[config.mk]
export PLATFORM = sky130hd
export DESIGN_NAME = tptu_timing_unit
export DESIGN_NICKNAME = d
export VERILOG_FILES = /design/src/hdl/tptu_pkg.sv /design/src/hdl/tptu_phase.sv /design/src/hdl/tptu_timing_unit.sv
export SDC_FILE = /design/constraint.sdc
export NUM_CORES = 1
export LEC_CHECK = 0
export BUFFER_PORTS_ARGS = -buffer_cell sky130_fd_sc_hd__clkbuf_2
export CAP_MARGIN = 40
export CELL_PAD_IN_SITES_DETAIL_PLACEMENT = 0
export CELL_PAD_IN_SITES_GLOBAL_PLACEMENT = 2
export CORE_MARGIN = 2
export CORE_UTILIZATION = 38
export DETAILED_ROUTE_END_ITERATION = 7
export PLACE_DENSITY_LB_ADDON = 0.3
export SYNTH_ARGS = -nofsm -noshare
export SYNTH_HDL_FRONTEND = slang
export SYNTH_SLANG_ARGS = --single-unit
[constraint.sdc]
create_clock -name clk_i -period 7.2 [get_ports clk_i]
set_input_delay 0.36 -clock clk_i [delete_from_list [all_inputs] [get_ports clk_i]]
set_output_delay 0.36 -clock clk_i [all_outputs]
set_load 0.02 [all_outputs]
[src/hdl/tptu_pkg.sv]
// Package of constants and types for the three-phase PWM timing unit.
package tptu_pkg;

    // ==========================================================
    // Register map, word indices on the plain register port.
    localparam logic [3:0] TPTU_IDX_HALF_PERIOD = 4'h0;
    localparam logic [3:0] TPTU_IDX_DEAD_TIME   = 4'h1;
    localparam logic [3:0] TPTU_IDX_MIN_PULSE   = 4'h2;
    localparam logic [3:0] TPTU_IDX_SYNC_WIDTH  = 4'h3;
    localparam logic [3:0] TPTU_IDX_DUTY_A      = 4'h4;
    localparam logic [3:0] TPTU_IDX_DUTY_B      = 4'h5;
    localparam logic [3:0] TPTU_IDX_DUTY_C      = 4'h6;
    localparam logic [3:0] TPTU_IDX_MODE_CTRL   = 4'h7;
    localparam logic [3:0] TPTU_IDX_STATUS      = 4'h8;
    localparam logic [3:0] TPTU_IDX_OUT_CTRL    = 4'h9;

    // ==========================================================
    // Field positions and widths.
    localparam int TPTU_MODE_DOUBLE_BIT = 6;
    localparam int TPTU_STAT_HALF_BIT   = 3;
    localparam int TPTU_STAT_RUN_BIT    = 0;
    localparam int TPTU_DT_W            = 10;
    localparam int TPTU_SW_W            = 8;
    localparam int TPTU_OC_W            = 9;

    // ==========================================================
    // Values after reset, and the value of the duty-written flags once all three duties are written.
    localparam logic [7:0]  TPTU_SYNC_WIDTH_RST = 8'h27;
    localparam logic [15:0] TPTU_ZERO16         = 16'h0000;
    localparam logic [2:0]  TPTU_WRITTEN_ALL    = 3'h7;

    // ==========================================================
    // Clock: one tick is one clock cycle.
    localparam int TPTU_CLK_NS  = 8;
    localparam int TPTU_TICK_NS = 8;
    localparam int TPTU_TICK_CYCLES = (TPTU_TICK_NS + TPTU_CLK_NS - 1) / TPTU_CLK_NS;

    // Settings latched into the timing unit at each sync edge.
    typedef struct packed {
        logic [15:0] half_period;
        logic [9:0]  dead_time;
        logic [15:0] min_pulse;
        logic [7:0]  sync_width;
        logic [15:0] duty_a;
        logic [15:0] duty_b;
        logic [15:0] duty_c;
    } tptu_cfg_t;

    typedef enum logic {
        TPTU_FIRST_HALF,
        TPTU_SECOND_HALF
    } tptu_half_t;

endpackage : tptu_pkg

[src/hdl/tptu_phase.sv]
// One phase pair: edge placement, minimum pulse and dead time.
`timescale 1ns/1ns
`default_nettype none
module tptu_phase
    import tptu_pkg::*;
(
    input  wire logic        clk_i,
    input  wire logic        rst_i,
    input  wire logic        run_i,
    input  wire logic        second_half_i,
    input  wire logic [15:0] count_i,
    input  wire logic [15:0] half_period_i,
    input  wire logic [15:0] duty_i,
    input  wire logic [9:0]  dead_time_i,
    input  wire logic [15:0] min_pulse_i,
    output logic             high_o,
    output logic             low_o
);
    logic [16:0] edge_pos;
    logic [16:0] low_on;
    logic        raw_high;
    logic        ideal_high;
    logic        allow_high;
    logic        allow_low;
    logic [16:0] dt_ext;

    assign dt_ext   = {6'h00, dead_time_i, 1'b0};
    assign low_on   = {1'b0, half_period_i} - {1'b0, duty_i};

    // High centred on the half boundary; each edge moves inward by dead_time.
    always_comb begin
        edge_pos = {1'b0, half_period_i} - {1'b0, duty_i};
        if (second_half_i) begin
            ideal_high = {1'b0, count_i} < {1'b0, duty_i};
            raw_high   = ({1'b0, count_i} + {7'h00, dead_time_i}) < {1'b0, duty_i}; // RQ19
        end else begin
            ideal_high = {1'b0, count_i} >= edge_pos;
            raw_high   = {1'b0, count_i} >= (edge_pos + {7'h00, dead_time_i}); // RQ19
        end
    end

    // Suppress pulses shorter than the minimum pulse count.
    always_comb begin
        allow_high = ({1'b0, duty_i} > {7'h00, dead_time_i})
                   && ((duty_i - {6'h00, dead_time_i}) >= min_pulse_i); // RQ21
        allow_low  = (low_on > {7'h00, dead_time_i})
                   && ((low_on - {7'h00, dead_time_i}) >= {1'b0, min_pulse_i}); // RQ21
    end

    // Low side is the complement, held off inside the dead band.
    always_ff @(posedge clk_i or posedge rst_i) begin
        if (rst_i) begin
            high_o <= 1'b0;
            low_o  <= 1'b0;
        end else if (!run_i) begin
            high_o <= 1'b0; // RQ20
            low_o  <= 1'b0; // RQ20
        end else begin
            high_o <= raw_high && allow_high; // RQ4
            low_o  <= !ideal_high && !(raw_high ^ ideal_high)
                      && (dt_ext == 17'h00000 ? 1'b1 : !near_edge(count_i))
                      && allow_low; // RQ23
        end
    end

    // True while the count lies within dead_time of the ideal edge on the low side.
    function automatic logic near_edge(input logic [15:0] c);
        logic [16:0] e;
        e = second_half_i ? {1'b0, duty_i} : edge_pos;
        if (second_half_i) begin
            near_edge = ({1'b0, c} >= e) && ({1'b0, c} < e + {7'h00, dead_time_i});
        end else begin
            near_edge = ({1'b0, c} < e) && ({1'b0, c} + {7'h00, dead_time_i} >= e);
        end
    endfunction : near_edge
endmodule : tptu_phase
`default_nettype wire

[src/hdl/tptu_timing_unit.sv]
// Top of the three-phase PWM timing unit with its register port.
//
// Summary of operation
// RQ1: One clock cycle is one tick.
// RQ2: Half-period register counts half a period.
// RQ3: Half-period register is 16 bits wide.
// RQ4: Dead time separates each pair's transitions.
// RQ5: Dead time equals register times two ticks.
// RQ6: Dead-time register is 10 bits wide.
// RQ7: Zero dead-time register gives no dead time.
// RQ8: Mode bit 6 selects single or double update.
// RQ9: Reset clears mode bit, single update default.
// RQ10: Start sync pulse starts period, loads settings.
// RQ11: Output enables latched at each sync edge.
// RQ12: Double mode adds midpoint sync and reload.
// RQ13: Status bit 3 shows second half; the code sets it in double mode only and keeps it at 0 in single mode.
// RQ14: Sync pulse lasts width register plus one.
// RQ15: Sync width register resets to 0x27.
// RQ16: Sync pulse output paces the converter.
// RQ17: Three 16-bit duty registers, one per pair.
// RQ18: Duty is high-side on-time per half.
// RQ19: Dead time moves every edge equally.
// RQ20: Nothing runs until period and duties written.
// RQ21: Pulses below minimum count are suppressed.
// RQ22: One counter per half sets centred edges.
// RQ23: Low side complements high, off in dead band.
//
// The placing of the registers and the address-and-strobe port were left to the implementer.
`timescale 1ns/1ns
`default_nettype none
module tptu_timing_unit
    import tptu_pkg::*;
(
    input  wire logic        clk_i,
    input  wire logic        rst_i,
    input  wire logic [3:0]  addr_i,
    input  wire logic [15:0] wdata_i,
    input  wire logic        wr_i,
    input  wire logic        rd_i,
    output logic      [15:0] rdata_o,
    output logic      [2:0]  high_o,
    output logic      [2:0]  low_o,
    output logic      [8:0]  out_ctrl_o,
    output logic             sync_o,
    output logic             second_half_o
);
    // ==========================================================
    // Software-visible registers.
    logic [15:0] half_period;
    logic [9:0]  dead_time;
    logic [15:0] min_pulse;
    logic [7:0]  sync_width;
    logic [15:0] duty [3];
    logic        double_mode;
    logic [8:0]  out_ctrl;
    logic [2:0]  duty_written;
    logic        period_written;
    logic        run;

    always_ff @(posedge clk_i or posedge rst_i) begin
        if (rst_i) begin
            half_period <= TPTU_ZERO16;
            dead_time   <= 10'h000;
            min_pulse   <= TPTU_ZERO16;
            sync_width  <= TPTU_SYNC_WIDTH_RST; // RQ15
            duty[0]     <= TPTU_ZERO16;
            duty[1]     <= TPTU_ZERO16;
            duty[2]     <= TPTU_ZERO16;
            double_mode <= 1'b0; // RQ9
            out_ctrl    <= 9'h000;
        end else if (wr_i) begin
            unique case (addr_i)
                TPTU_IDX_HALF_PERIOD: half_period <= wdata_i; // RQ3
                TPTU_IDX_DEAD_TIME:   dead_time   <= wdata_i[TPTU_DT_W-1:0]; // RQ6
                TPTU_IDX_MIN_PULSE:   min_pulse   <= wdata_i;
                TPTU_IDX_SYNC_WIDTH:  sync_width  <= wdata_i[TPTU_SW_W-1:0];
                TPTU_IDX_DUTY_A:      duty[0]     <= wdata_i; // RQ17
                TPTU_IDX_DUTY_B:      duty[1]     <= wdata_i; // RQ17
                TPTU_IDX_DUTY_C:      duty[2]     <= wdata_i; // RQ17
                TPTU_IDX_MODE_CTRL:   double_mode <= wdata_i[TPTU_MODE_DOUBLE_BIT]; // RQ8
                TPTU_IDX_OUT_CTRL:    out_ctrl    <= wdata_i[TPTU_OC_W-1:0];
                default: ;
            endcase
        end
    end

    // Counters stay disabled until the period and every duty have been written.
    always_ff @(posedge clk_i or posedge rst_i) begin
        if (rst_i) begin
            period_written <= 1'b0;
            duty_written   <= 3'h0;
            run            <= 1'b0;
        end else begin
            if (wr_i && addr_i == TPTU_IDX_HALF_PERIOD) begin
                period_written <= 1'b1;
            end
            if (wr_i && addr_i == TPTU_IDX_DUTY_A) begin
                duty_written[0] <= 1'b1;
            end
            if (wr_i && addr_i == TPTU_IDX_DUTY_B) begin
                duty_written[1] <= 1'b1;
            end
            if (wr_i && addr_i == TPTU_IDX_DUTY_C) begin
                duty_written[2] <= 1'b1;
            end
            run <= period_written && (duty_written == TPTU_WRITTEN_ALL); // RQ20
        end
    end

    // ==========================================================
    // Read port, data one cycle after the strobe.
    always_ff @(posedge clk_i or posedge rst_i) begin
        if (rst_i) begin
            rdata_o <= TPTU_ZERO16;
        end else if (rd_i) begin
            unique case (addr_i)
                TPTU_IDX_HALF_PERIOD: rdata_o <= half_period;
                TPTU_IDX_DEAD_TIME:   rdata_o <= {6'h00, dead_time};
                TPTU_IDX_MIN_PULSE:   rdata_o <= min_pulse;
                TPTU_IDX_SYNC_WIDTH:  rdata_o <= {8'h00, sync_width};
                TPTU_IDX_DUTY_A:      rdata_o <= duty[0];
                TPTU_IDX_DUTY_B:      rdata_o <= duty[1];
                TPTU_IDX_DUTY_C:      rdata_o <= duty[2];
                TPTU_IDX_MODE_CTRL:   rdata_o <= {9'h000, double_mode, 6'h00};
                TPTU_IDX_STATUS:      rdata_o <= {12'h000, second_half_o, 2'h0, run}; // RQ13
                TPTU_IDX_OUT_CTRL:    rdata_o <= {7'h00, out_ctrl};
                default:              rdata_o <= TPTU_ZERO16;
            endcase
        end else begin
            rdata_o <= TPTU_ZERO16;
        end
    end

    // ==========================================================
    // Half-period counter and sync generation.
    tptu_cfg_t   cfg;
    tptu_half_t  half;
    logic [15:0] count;
    logic [8:0]  sync_left;
    logic        half_end;
    logic        load_edge;

    assign half_end  = run && (count + 16'h0001 >= cfg.half_period); // RQ2
    // A reload happens at every period start; in double mode also at the midpoint.
    assign load_edge = half_end && (half == TPTU_SECOND_HALF || double_mode); // RQ12

    always_ff @(posedge clk_i or posedge rst_i) begin
        if (rst_i) begin
            count <= TPTU_ZERO16;
            half  <= TPTU_FIRST_HALF;
        end else if (!run) begin
            count <= TPTU_ZERO16;
            half  <= TPTU_FIRST_HALF;
        end else if (half_end) begin
            count <= TPTU_ZERO16; // RQ22
            half  <= (half == TPTU_FIRST_HALF) ? TPTU_SECOND_HALF : TPTU_FIRST_HALF;
        end else begin
            count <= count + 16'h0001; // RQ1
        end
    end

    // Settings follow the registers every cycle while run is low, and latch at every sync edge.
    always_ff @(posedge clk_i or posedge rst_i) begin
        if (rst_i) begin
            cfg        <= '0;
            out_ctrl_o <= 9'h000;
        end else if (!run || load_edge) begin
            cfg.half_period <= half_period; // RQ10
            cfg.dead_time   <= dead_time; // RQ5
            cfg.min_pulse   <= min_pulse;
            cfg.sync_width  <= sync_width;
            cfg.duty_a      <= duty[0];
            cfg.duty_b      <= duty[1];
            cfg.duty_c      <= duty[2];
            out_ctrl_o      <= out_ctrl; // RQ11
        end
    end

    // The first sync rises with the run flag, so that it opens a full period.
    logic start_sync;
    assign start_sync = (!run && period_written && duty_written == TPTU_WRITTEN_ALL)
                        || load_edge; // RQ10

    always_ff @(posedge clk_i or posedge rst_i) begin
        if (rst_i) begin
            sync_left    <= 9'h000;
            sync_o       <= 1'b0;
        end else begin
            if (start_sync) begin
                sync_o    <= 1'b1; // RQ16
                sync_left <= {1'b0, sync_width}; // RQ14
            end else if (sync_left != 9'h000) begin
                sync_left <= sync_left - 9'h001;
            end else begin
                sync_o <= 1'b0;
            end
        end
    end

    always_ff @(posedge clk_i or posedge rst_i) begin
        if (rst_i) begin
            second_half_o <= 1'b0;
        end else begin
            second_half_o <= run && double_mode
                             && ((half == TPTU_SECOND_HALF) != half_end); // RQ13
        end
    end

    // ==========================================================
    // Phase pairs.
    logic [15:0] duty_cfg [3];
    assign duty_cfg[0] = cfg.duty_a;
    assign duty_cfg[1] = cfg.duty_b;
    assign duty_cfg[2] = cfg.duty_c;

    for (genvar p = 0; p < 3; p++) begin : g_phase
        tptu_phase u_phase (
            .clk_i         (clk_i),
            .rst_i         (rst_i),
            .run_i         (run),
            .second_half_i (half == TPTU_SECOND_HALF),
            .count_i       (count),
            .half_period_i (cfg.half_period),
            .duty_i        (duty_cfg[p]),
            .dead_time_i   (cfg.dead_time), // RQ7
            .min_pulse_i   (cfg.min_pulse),
            .high_o        (high_o[p]), // RQ18
            .low_o         (low_o[p])
        );
    end

    // ==========================================================
    // Checks.
    property p_no_run_no_out;
        @(posedge clk_i) disable iff (rst_i)
        !run |=> (high_o == 3'h0 && low_o == 3'h0);
    endproperty
    a_no_run_no_out: assert property (p_no_run_no_out) else $error("outputs active before run"); // RQ20

    property p_no_overlap;
        @(posedge clk_i) disable iff (rst_i)
        (high_o & low_o) == 3'h0;
    endproperty
    a_no_overlap: assert property (p_no_overlap) else $error("high and low both on"); // RQ23

    property p_sync_rise;
        @(posedge clk_i) disable iff (rst_i)
        load_edge |=> sync_o;
    endproperty
    a_sync_rise: assert property (p_sync_rise) else $error("sync missing at reload"); // RQ10

    property p_single_no_mid;
        @(posedge clk_i) disable iff (rst_i)
        (half_end && half == TPTU_FIRST_HALF && !double_mode) |-> !load_edge;
    endproperty
    a_single_no_mid: assert property (p_single_no_mid) else $error("midpoint reload in single"); // RQ8

    property p_double_mid;
        @(posedge clk_i) disable iff (rst_i)
        (half_end && half == TPTU_FIRST_HALF && double_mode) |-> load_edge;
    endproperty
    a_double_mid: assert property (p_double_mid) else $error("no midpoint reload"); // RQ12

    property p_half_status;
        @(posedge clk_i) disable iff (rst_i)
        (run && double_mode && half == TPTU_SECOND_HALF && !half_end) |=> second_half_o;
    endproperty
    a_half_status: assert property (p_half_status) else $error("status bit not set"); // RQ13

    property p_count_bound;
        @(posedge clk_i) disable iff (rst_i)
        (run && cfg.half_period != TPTU_ZERO16) |-> count < cfg.half_period;
    endproperty
    a_count_bound: assert property (p_count_bound) else $error("counter past half period"); // RQ2

    property p_oc_latch;
        @(posedge clk_i) disable iff (rst_i)
        (run && load_edge) |=> out_ctrl_o == $past(out_ctrl);
    endproperty
    a_oc_latch: assert property (p_oc_latch) else $error("output control not latched"); // RQ11

    property p_sync_width_rst;
        @(posedge clk_i) $fell(rst_i) |-> sync_width == TPTU_SYNC_WIDTH_RST;
    endproperty
    a_sync_width_rst: assert property (p_sync_width_rst) else $error("bad sync width reset"); // RQ15

    c_run: cover property (@(posedge clk_i) $rose(run));
    c_mid: cover property (@(posedge clk_i) load_edge && half == TPTU_FIRST_HALF);
    property p_count_step;
        @(posedge clk_i) disable iff (rst_i)
        (run && !half_end) |=> count == $past(count) + 16'h0001;
    endproperty
    a_count_step: assert property (p_count_step) else $error("count did not step"); // RQ1

    property p_half_toggle;
        @(posedge clk_i) disable iff (rst_i)
        half_end |=> (count == TPTU_ZERO16 && half != $past(half));
    endproperty
    a_half_toggle: assert property (p_half_toggle) else $error("half did not turn"); // RQ22

    property p_cfg_load;
        @(posedge clk_i) disable iff (rst_i)
        load_edge |=> (cfg.half_period == $past(half_period)
                       && cfg.dead_time == $past(dead_time));
    endproperty
    a_cfg_load: assert property (p_cfg_load) else $error("settings not loaded"); // RQ10

    property p_hold_cfg;
        @(posedge clk_i) disable iff (rst_i)
        (run && !load_edge) |=> ($stable(cfg) && $stable(out_ctrl_o));
    endproperty
    a_hold_cfg: assert property (p_hold_cfg) else $error("settings moved between syncs"); // RQ11

    property p_sync_hold;
        @(posedge clk_i) disable iff (rst_i)
        (sync_o && sync_left != 9'h000) |=> sync_o;
    endproperty
    a_sync_hold: assert property (p_sync_hold) else $error("sync pulse too short"); // RQ14

    property p_sync_end;
        @(posedge clk_i) disable iff (rst_i)
        (sync_o && sync_left == 9'h000 && !start_sync) |=> !sync_o;
    endproperty
    a_sync_end: assert property (p_sync_end) else $error("sync pulse too long"); // RQ14

    property p_single_status;
        @(posedge clk_i) disable iff (rst_i)
        !double_mode |=> !second_half_o;
    endproperty
    a_single_status: assert property (p_single_status) else $error("status set in single"); // RQ13

    property p_dual_sync;
        @(posedge clk_i) disable iff (rst_i)
        (double_mode && half_end) |=> sync_o;
    endproperty
    a_dual_sync: assert property (p_dual_sync) else $error("no sync at half end"); // RQ16

    property p_run_writes;
        @(posedge clk_i) disable iff (rst_i)
        run |-> (period_written && duty_written == TPTU_WRITTEN_ALL);
    endproperty
    a_run_writes: assert property (p_run_writes) else $error("running before writes"); // RQ20

    c_sync: cover property (@(posedge clk_i) $fell(sync_o));
    c_zero_dt: cover property (@(posedge clk_i) run && cfg.dead_time == 10'h000);
    c_half: cover property (@(posedge clk_i) $rose(second_half_o));
endmodule : tptu_timing_unit
`default_nettype wire

* Word-level counts from Yosys, hierarchy flattened
Index checks and enable logic that the tools add are counted.
** Cells by class
- $add $sub $neg :: 18
- Order comparisons :: 37
- Equal/unequal tests :: 13
- Mux-type cells :: 35
- Bitwise gates (word level) :: 3
- Reductions and logical operators :: 61
** Operators with widths (number)
- $pmux 16 s10 :: 1
- $ge 16x17->1 :: 9
- $add 17x10->17 :: 6
- $lt 16x17->1 :: 6
- $ge 16x16->1 :: 4
- $ge 17x16->1 :: 3
- $ge 17x17->1 :: 3
- $gt 17x10->1 :: 3
- $lt 17x16->1 :: 3
- $mux 17 :: 3
- $sub 16x16->17 :: 3
- $sub 17x10->17 :: 3
- $gt 16x10->1 :: 3
- $lt 16x16->1 :: 3
- $mux 16 :: 3
- $sub 16x10->16 :: 3
- $logic_and 1x1->1 :: 35
- $mux 1 :: 26
- $mux 9 :: 2
- $reduce_and 2->1 :: 9
- $add 16x10->17 :: 1
- $logic_not 17->1 :: 1
- $add 16x1->16 const B :: 1
- $eq 4x3->1 const B :: 4
- 14 further kinds :: 29
** Storage, ports and cells
- Flip-flop bits (word level) :: 262
- Input bits :: 24
- Output and inout port bits :: 33
- Word-level logic and storage cells :: 200

* Longest topological paths before layout
Gate-level depths: netlist of the first run.
- Depth after elaboration :: 12
- Mapped depth :: 27
- Depth with buffers taken out :: 26

* Modules after synthesis
Synthesis of the first run repeated with hierarchy kept, for this count alone.
** Second synthesis, totals
- Cells, all modules :: 3575
- Area total of the unflattened synthesis :: 32274.7 µm²
** Modules (own cells, without submodules)
- tptu_timing_unit :: instances 1, cells each 771, area each 11008.1 µm², seq. area each 6411.1 µm²
- tptu_phase at g_phase[0].u_phase :: instances 1, cells each 952, area each 7191.9 µm², seq. area each 50.0 µm²
- tptu_phase at g_phase[2].u_phase :: instances 1, cells each 927, area each 7081.8 µm², seq. area each 50.0 µm²
- tptu_phase at g_phase[1].u_phase :: instances 1, cells each 925, area each 6993.0 µm², seq. area each 50.0 µm²

* Worst setup path after synthesis of the first run
No wires, ideal clock.
- Kind :: register to register
- From :: register cfg[0] (netlist name)
- To :: register g_phase[2].u_phase.low_o
- Setup time :: 122 ps
- Arrival :: 5019 ps
- Data required time :: 7078 ps
- Slack :: 2059 ps
- Cell stages (with the launch flop) :: 24
- Path buffers :: 1
- Path through :: dfrtp_1 -> ha_1 -> fa_1 -> nand2b_1 -> a21oi_1 -> nor2_1 -> xor2_1 -> inv_1 -> ha_1 -> clkbuf_1 -> or3_1 -> o21ai_0 -> a21oi_1 -> a21o_1 -> a21oi_1 -> nand2_1 -> xnor2_1 -> ha_1 -> and3_1 -> nand3_1 -> o41ai_1 -> nor3_1 -> mux2_2 -> a2111oi_1
** Between the ends
- Cells in the longest elaborated chain, start to end :: 12
- Elaborated cells between the ends (all ways) :: 31
- Those cells by class :: add/sub: 4; order compare: 10; mux: 7; bitwise: 1; reduce/logical: 9
** Ends and longest elaborated chain
- start, declared :: RTL line tptu_timing_unit.sv:136 : tptu_cfg_t cfg;
- $sub 16x16->17 :: RTL line tptu_phase.sv:28, tptu_phase.sv:32
- $mux 17 :: RTL line tptu_phase.sv:69 : e = second_half_i ? {1'b0, duty_i} : edge_pos;
- $add 17x10->17 :: RTL line tptu_phase.sv:71 : near_edge = ({1'b0, c} >= e) && ({1'b0, c} < e + {7'h00, dead_time_i});
- $lt 16x17->1 :: RTL line tptu_phase.sv:71
- $logic_and 1x1->1 :: RTL line tptu_phase.sv:71
- $mux 1 :: RTL line tptu_phase.sv:70 : if (second_half_i) begin
- $mux 1 :: RTL line tptu_phase.sv:55 : end else if (!run_i) begin
- $logic_not 1->1 :: RTL line tptu_phase.sv:61 : && (dt_ext == 17'h00000 ? 1'b1 : !near_edge(count_i))
- $mux 1 :: RTL line tptu_phase.sv:61
- $logic_and 1x1->1 :: RTL line tptu_phase.sv:61
- $logic_and 1x1->1 (*) :: RTL line tptu_phase.sv:62 : && allow_low;
- $mux 1 (*) :: RTL line tptu_phase.sv:55
- end signal, assigned :: RTL line tptu_phase.sv:60 : low_o <= !ideal_high && !(raw_high ^ ideal_high)
- end, declared :: RTL line tptu_phase.sv:17 : output logic low_o
Mark *: on every way between the ends. The rest lies on a longest branch, timed or not. The select of a mux whose other input is x is not followed.
A chain may end at the register's enable or synchronous reset.

* Worst setup path in the final report of the first run
- From :: register cfg[83] (netlist name)
- To :: register g_phase[1].u_phase.low_o
** Between the ends
- Cells in the longest elaborated chain, start to end :: 12
- Elaborated cells between the ends (all ways) :: 29
- Those cells by class :: add/sub: 4; order compare: 8; mux: 7; bitwise: 1; reduce/logical: 9
** Ends and longest elaborated chain (RTL line)
- $sub 16x16->17 (*) :: tptu_phase.sv:28, tptu_phase.sv:32
- $mux 17 :: tptu_phase.sv:69
- $add 17x10->17 :: tptu_phase.sv:71
- $lt 16x17->1 :: tptu_phase.sv:71
- $logic_and 1x1->1 :: tptu_phase.sv:71
- $mux 1 :: tptu_phase.sv:70
- $mux 1 :: tptu_phase.sv:55
- $logic_not 1->1 :: tptu_phase.sv:61
- $mux 1 :: tptu_phase.sv:61
- $logic_and 1x1->1 :: tptu_phase.sv:61
- $logic_and 1x1->1 (*) :: tptu_phase.sv:62
- $mux 1 (*) :: tptu_phase.sv:55
- end signal, assigned :: tptu_phase.sv:60
- end, declared :: tptu_phase.sv:17
Marked as above.

==> reports/metrics.yaml, run 1 <==
status: "finished clean"
final-setup-viol-count: 0
cts_sinks: 262
required_ns: 7.61
cts_made_buffers: 29
cp_slowest_cell: "o31ai_1"
setup_tns_ns: 0
core_area_mm2: 0.0803
synth_seq_cells: 262
initial_core_util_pct: 38.3
grt_pass1_wl_mm: 188
ios: 57
crit_arrival_ns: 7.38
die_h_um: 288
ctsHtreeMaxLevel: 1
cap_violations: 0
antenna_cells: 0
crit_chain: "inv_1, fa_1, nand2b_1, a21oi_1, nor2_1, xnor2_1, ha_1, inv_1, nand2_1, o2111a_1, o21bai_1, a221oi_1, nor2_1, xor2_1, ha_1, and4_1, nand2_1, a2111oi_0, buf_1, o221ai_1, o31ai_1, nor3_1"
cts_tree: "built"
rsz0062_at_grt: "false"
grt_start_max_net_pins: 165
netlist_area_mm2: 0.0308
path_delay_family: "compound AO/OA/AOI/OAI gates"
min_period_over_period_pct: 96.8
hold_path_class: "input port to flip-flop"
grt_pass1_vias: 28539
wl_per_cell_um: 28.1
slew-limit-headroom_pct: 32.1
cp_max_fo: 9
synth-async-reset-ratio_pct: 100
postSynthAreaPerCell_um2: 8.95
syn_to_final_growth_pct: 10.5
cts_root_buffer: "clkbuf_16"
layout_common_cells: "ha_1 (625), dfrtp_1 (256), inv_1 (236)"
syn_inst: 3435
clkTransAtPathRegs_ns: 0.06
ant_nets: 0
dieArea_mm2: 0.0832
die_width_um: 288
worst_slew_pin_slew_ns: 1.01
hold_violations: 0
fin_nets: 4203
final.setup_skew_ns: 0.0286
post_cts_resized: 0
vias: 28073
synth_warnings: 0
num_rows: 104
dp_hpwl_mm: 106
syn_nets: 4100
crit_type: "flip-flop to flip-flop"
crit_path_max_incr_delay_ns: 0.70
clock_latency_ns: 0.61
drt_iter0_drc: 2037
fin_crit_ns: 6.97
ys.flop_type: "dfrtp_1"
grtUsageTotal_pct: 30.9
crit_path_end_kind: "flip-flop"
report.final.slew_viol_count: 0
yosysUniqueCellTypes: 94
first_pass_iters: 6
crit_buf_inv: 3
layout_commonest_cell: "ha_1"
ys_seq_area_share_pct: 21.3
clock_path_buffers: 3
numPortBuffers: 56
drt_wl_total_mm: 130
gp_congestion: 0.964
antenna_found_initial: 0
clock.fmax_mhz: 143
synth-edff-count: 0
drive_gt1_share_pct: 13.8
via_per_inst: 6.08
cts_setup_buffers: 0
grt_overflow: 0
drc: 0
worstSetupStartpointType: "flip-flop"
what timing repair did:
action	CTS	global route
endpoints found under the hold margin	39	0
endpoints found under the setup margin	0	0
hold buffers	1	0
registers in the layout, summed over array words and instances (netlist names):
name,flops
half_period,16
g_phase.u_phase.low_o,3
second_half_o,1
out_ctrl,9
duty,48
cfg,90
count,16
dead_time,10
period_written,1
run,1
sync_o,1
double_mode,1
out_ctrl_o,9
rdata_o,16
sync_width,8
sync_left,9
duty_written,3
half,1
g_phase.u_phase.high_o,3
min_pulse,16
path summary, 6_finish.rpt:
path                            slack [ns]  cells past startpoint                        to       startpoint
worst min-delay path                  0.07                      2             min_pulse[10]      wdata_i[10]
min in group asynchronous             0.19                      3                  duty[28]            rst_i
worst max register to register        0.23                     22  g_phase[1].u_phase.low_o          cfg[83]
worst max-delay path                  0.23                     22  g_phase[1].u_phase.low_o          cfg[83]
max in group asynchronous             5.61                      5                  count[5]            rst_i
worst min register to register        0.46                      1           duty_written[0]  duty_written[0]
cells in the mapped netlist (all sizes together) (36+ instances only):
master,instances,area (um^2)
a211oi,37,278
a21o,119,895
a21oi,215,1080
a31oi,36,225
and3,36,225
clkbuf,71,282
dfrtp,258,6460
ha,625,7820
inv,240,901
mux2,219,2470
nand2,186,698
nand2b,59,369
nand3,77,385
nand4,65,407
nor2,204,766
nor2b,54,338
nor3,63,320
o21a,48,360
o21ai,183,916
xnor2,136,1190
xor2,70,621
layer usage:
metal	vias up	global-route usage (%)	routed length [um]	share of wire [%]
li1	12938	-	-	-
met4	0	13.6	6460	5.0
met1	14015	39.7	55700	43
met5	-	0	0	0
met3	241	2.30	5760	4.4
met2	879	53.2	62000	48
cells by family after synthesis:
kind of cell | count (synthesis) | synth area share [%]
buffers and inverters | 334 | 4.26
adders and majority gates | 641 | 26.5
and+or+nand+nor | 854 | 14.0
muxes | 238 | 8.64
DFF | 262 | 21.3
xor gates and xnor gates | 206 | 5.89
AOI/OAI and AO/OA | 900 | 19.4
cell type report:
cell class | instances | area [um^2]
multi-input cells | 2839 | 22900
fillers | 7946 | 46300
well taps | 1060 | 1330
clock buffers | 39 | 813
repair buffers | 166 | 1250
inverters | 240 | 905
flip-flops and latches | 262 | 6570
clock inverters | 13 | 179
metrics by stage:
stage                     hold slack, ns  std cells  utilization, %  setup slack, ns  area (um^2)
after floorplan                    0.426       3435               -             2.06        30800
after global placement             0.442       4548            40.8          0.00624        32700
after detailed placement           0.235       4565            41.1            0.316        33000
after CTS                         0.0475       4618            42.3            0.256        34000
after global routing              0.0766       4619            42.3           0.0664        34000
final                             0.0671       4619            42.3            0.229        34000
Power of run 1 is not shown: default switching activity piles up to over one toggle a cycle in this logic, so the estimate is an artifact.
==> inputs of run 2 (changes only) <==
--- a/config.mk
+++ b/config.mk
@@ -12,7 +12,7 @@
 export CORE_MARGIN = 2
 export CORE_UTILIZATION = 38
 export DETAILED_ROUTE_END_ITERATION = 7
-export PLACE_DENSITY_LB_ADDON = 0.3
+export PLACE_DENSITY_LB_ADDON = 0.1
 export SYNTH_ARGS = -nofsm -noshare
 export SYNTH_HDL_FRONTEND = slang
 export SYNTH_SLANG_ARGS = --single-unit
==> run 2 against run 1 <==
Net effect:
- global-route usage increased by 1.6 points
- wire length up 4.9%
- sequential share of layout area is 0.098 points lower
- cell count is 0.39% higher
- utilization rose by 0.21 points
- count of clock-buffer cells in the layout rose by 7
- setup slack better by 0.20 ns
- die area did not move
- critical path type unchanged
- highest routed layer unchanged
==> reports/metrics.yaml, run 2 (synthesis gave the netlist of run 1 again) <==
status: "finished clean"
hold_violations: 0  # unchanged
report.final.slew_viol_count: 0  # unchanged
grt_util_met3_pct: 2.68  # +0.38 points
wl_per_cell_um: 29.4  # +4.5%
cts_sinks: 262  # unchanged
post_cts_resized: 0  # unchanged
ctsHtreeMaxLevel: 1  # unchanged
num_rows: 104  # unchanged
required_ns: 7.68  # +0.07 ns
reg2reg_to: "g_phase[2].u_phase.low_o"
cts_root_buffer: "clkbuf_16"
drive_gt1_share_pct: 14.3  # +0.46 points
first_pass_iters: 6  # unchanged
cp_max_fo: 8  # -1
clock.fmax_mhz: 148  # +2.9%
clock_path_buffers: 3  # unchanged
drc: 0  # unchanged
cap_violations: 0  # unchanged
antenna_cells: 0  # unchanged
drt_wl_total_mm: 136  # +4.9%
cts_tree: "built"
vias: 28091  # +0.064%
grtUsageTotal_pct: 32.5  # +1.6 points
fillCellCount: 7946  # unchanged
fin_area_mm2: 0.0342  # +0.51%
reg2regPathDepth: 22  # unchanged
cts_setup_buffers: 0  # unchanged
fin_nets: 4218  # +0.36%
top_register: "cfg"
numPortBuffers: 56  # unchanged
dp_hpwl_mm: 112  # +5.7%
globalRouteMet2Util_pct: 56.8  # +3.7 points
clkTransAtPathRegs_ns: 0.07  # about the same
grt_start_max_net_pins: 163  # -1.2%
r2r-start: "cfg[83]"
setup_slack_ns: 0.424  # +0.195 ns
rsz0062_at_grt: "false"
grt_pass1_wl_mm: 196  # +4.1%
setup_tns_ns: 0  # unchanged
syn_to_final_growth_pct: 11.1
ios: 57  # unchanged
min_from: "wdata_i[13]"
worst_slew_pin_slew_ns: 1.09  # +0.0862 ns
layout_commonest_cell: "ha_1"
holdPathStages: 2  # unchanged
layout_common_cells: "ha_1 (625), dfrtp_1 (256), inv_1 (236)"
slew-limit-headroom_pct: 27.1  # -5.0 points
core_area_mm2: 0.0803  # unchanged
final.setup_skew_ns: 0.0198  # -0.00883 ns
worstSetupStartpointType: "flip-flop"
place_ws_ns: 0.512  # +0.195 ns
grt_busiest_layer: "met2"
clock_latency_ns: 0.61  # about the same
grt_pass1_vias: 28736  # +0.69%
dpl_cell_area_mm2: 0.0331  # +0.29%
dieArea_mm2: 0.0832  # unchanged
holdPathEnd: "duty[45]"
r2r_setup_slack_ns: 0.42  # +0.20 ns
gp_congestion: 1.01  # +5.1%
drt_iter0_drc: 1915  # -6.0%
via_per_inst: 6.06  # -0.32%
fin_crit_ns: 6.78  # -0.195 ns
crit_path_end_kind: "flip-flop"
ant_nets: 0  # unchanged
initial_core_util_pct: 38.3  # unchanged
use_met1_pct: 40.3  # +0.63 points
die_h_um: 288  # unchanged
largest_reg_flops: 90  # unchanged
crit_arrival_ns: 7.25  # -0.13 ns
final_core_util_pct: 42.5  # +0.21 points
final-setup-viol-count: 0  # unchanged
hold_path_class: "input port to flip-flop"
cts_made_buffers: 31  # +6.9%
min_period_over_period_pct: 94.1  # -2.7 points
die_width_um: 288  # unchanged
grt_overflow: 0  # unchanged
crit_type: "flip-flop to flip-flop"
antenna_found_initial: 3  # +3
reg.largest.list: "cfg (90), duty (48)"
## run 2: changes by cell type in the layout (fill, tap and decap cells not counted), moves of 2 or more
cell       change
buf_12         +2
clkbuf_8       +3
buf_2          -3
clkbuf_16      +2
xnor2_1        -2
buf_16         -2
buf_4         +16
clkbuf_1       +2
xnor2_2        +2
## run 2: worst max path at each step
stage / startpoint / to / slack, ns / cells past startpoint
after floorplan: cfg[0] / g_phase[2].u_phase.low_o / 2.06 / 23
after global placement: cfg[83] / g_phase[2].u_phase.low_o / 0.55 / 22
after detailed placement: cfg[83] / g_phase[2].u_phase.low_o / 0.51 / 22
after CTS: cfg[83] / g_phase[2].u_phase.low_o / 0.45 / 22
after global routing: cfg[83] / g_phase[2].u_phase.low_o / 0.12 / 22
final: cfg[83] / g_phase[2].u_phase.low_o / 0.42 / 22
## run 2: timing repair
action                     4_1_cts  5_1_grt
setup endpoints to repair        0        0
hold endpoints to repair        16        0
hold buffers                     1        0
## run 2: routing by layer
metal	wire length (um)	part of all wire, %
met5	0	0
met4	7500	5.5
met2	65700	48
met1	57600	42
met3	5550	4.1
## run 2: area by class of cell
class,count,area [um^2],share of cell area (%)
inverters,240,905,2.65
repair buffers,179,1340,3.93
well taps,1060,1330,3.88
clock inverters,11,154,0.451
clock buffers,46,912,2.67
flip-flops and latches,262,6570,19.2
multi-input cells,2839,23000,67.2
## run 2: critical path: stages (launching register included)
cell	delay, ns
dfrtp_1	0.46
inv_1	0.20
fa_1	0.52
nand2b_1	0.21
a21oi_1	0.58
nor2_1	0.21
xor2_1	0.26
inv_1	0.10
ha_1	0.40
or3_1	0.39
o21ai_0	0.11
a21o_1	0.17
o21a_1	0.31
nand3_1	0.13
xor2_1	0.17
ha_1	0.43
a21boi_0	0.12
o21ai_0	0.17
a21oi_1	0.22
o41ai_1	0.73
nor3_1	0.09
mux2_2	0.29
a2111oi_1	0.37
## run 2: per-stage QoR
step,hold WS (ns),std cells
final,0.0601,4637
after global routing,0.0548,4637
after CTS,0.0432,4636
after detailed placement,0.395,4578
after global placement,0.393,4565
after floorplan,0.426,3435
Power of run 2 is left out for the same reason.
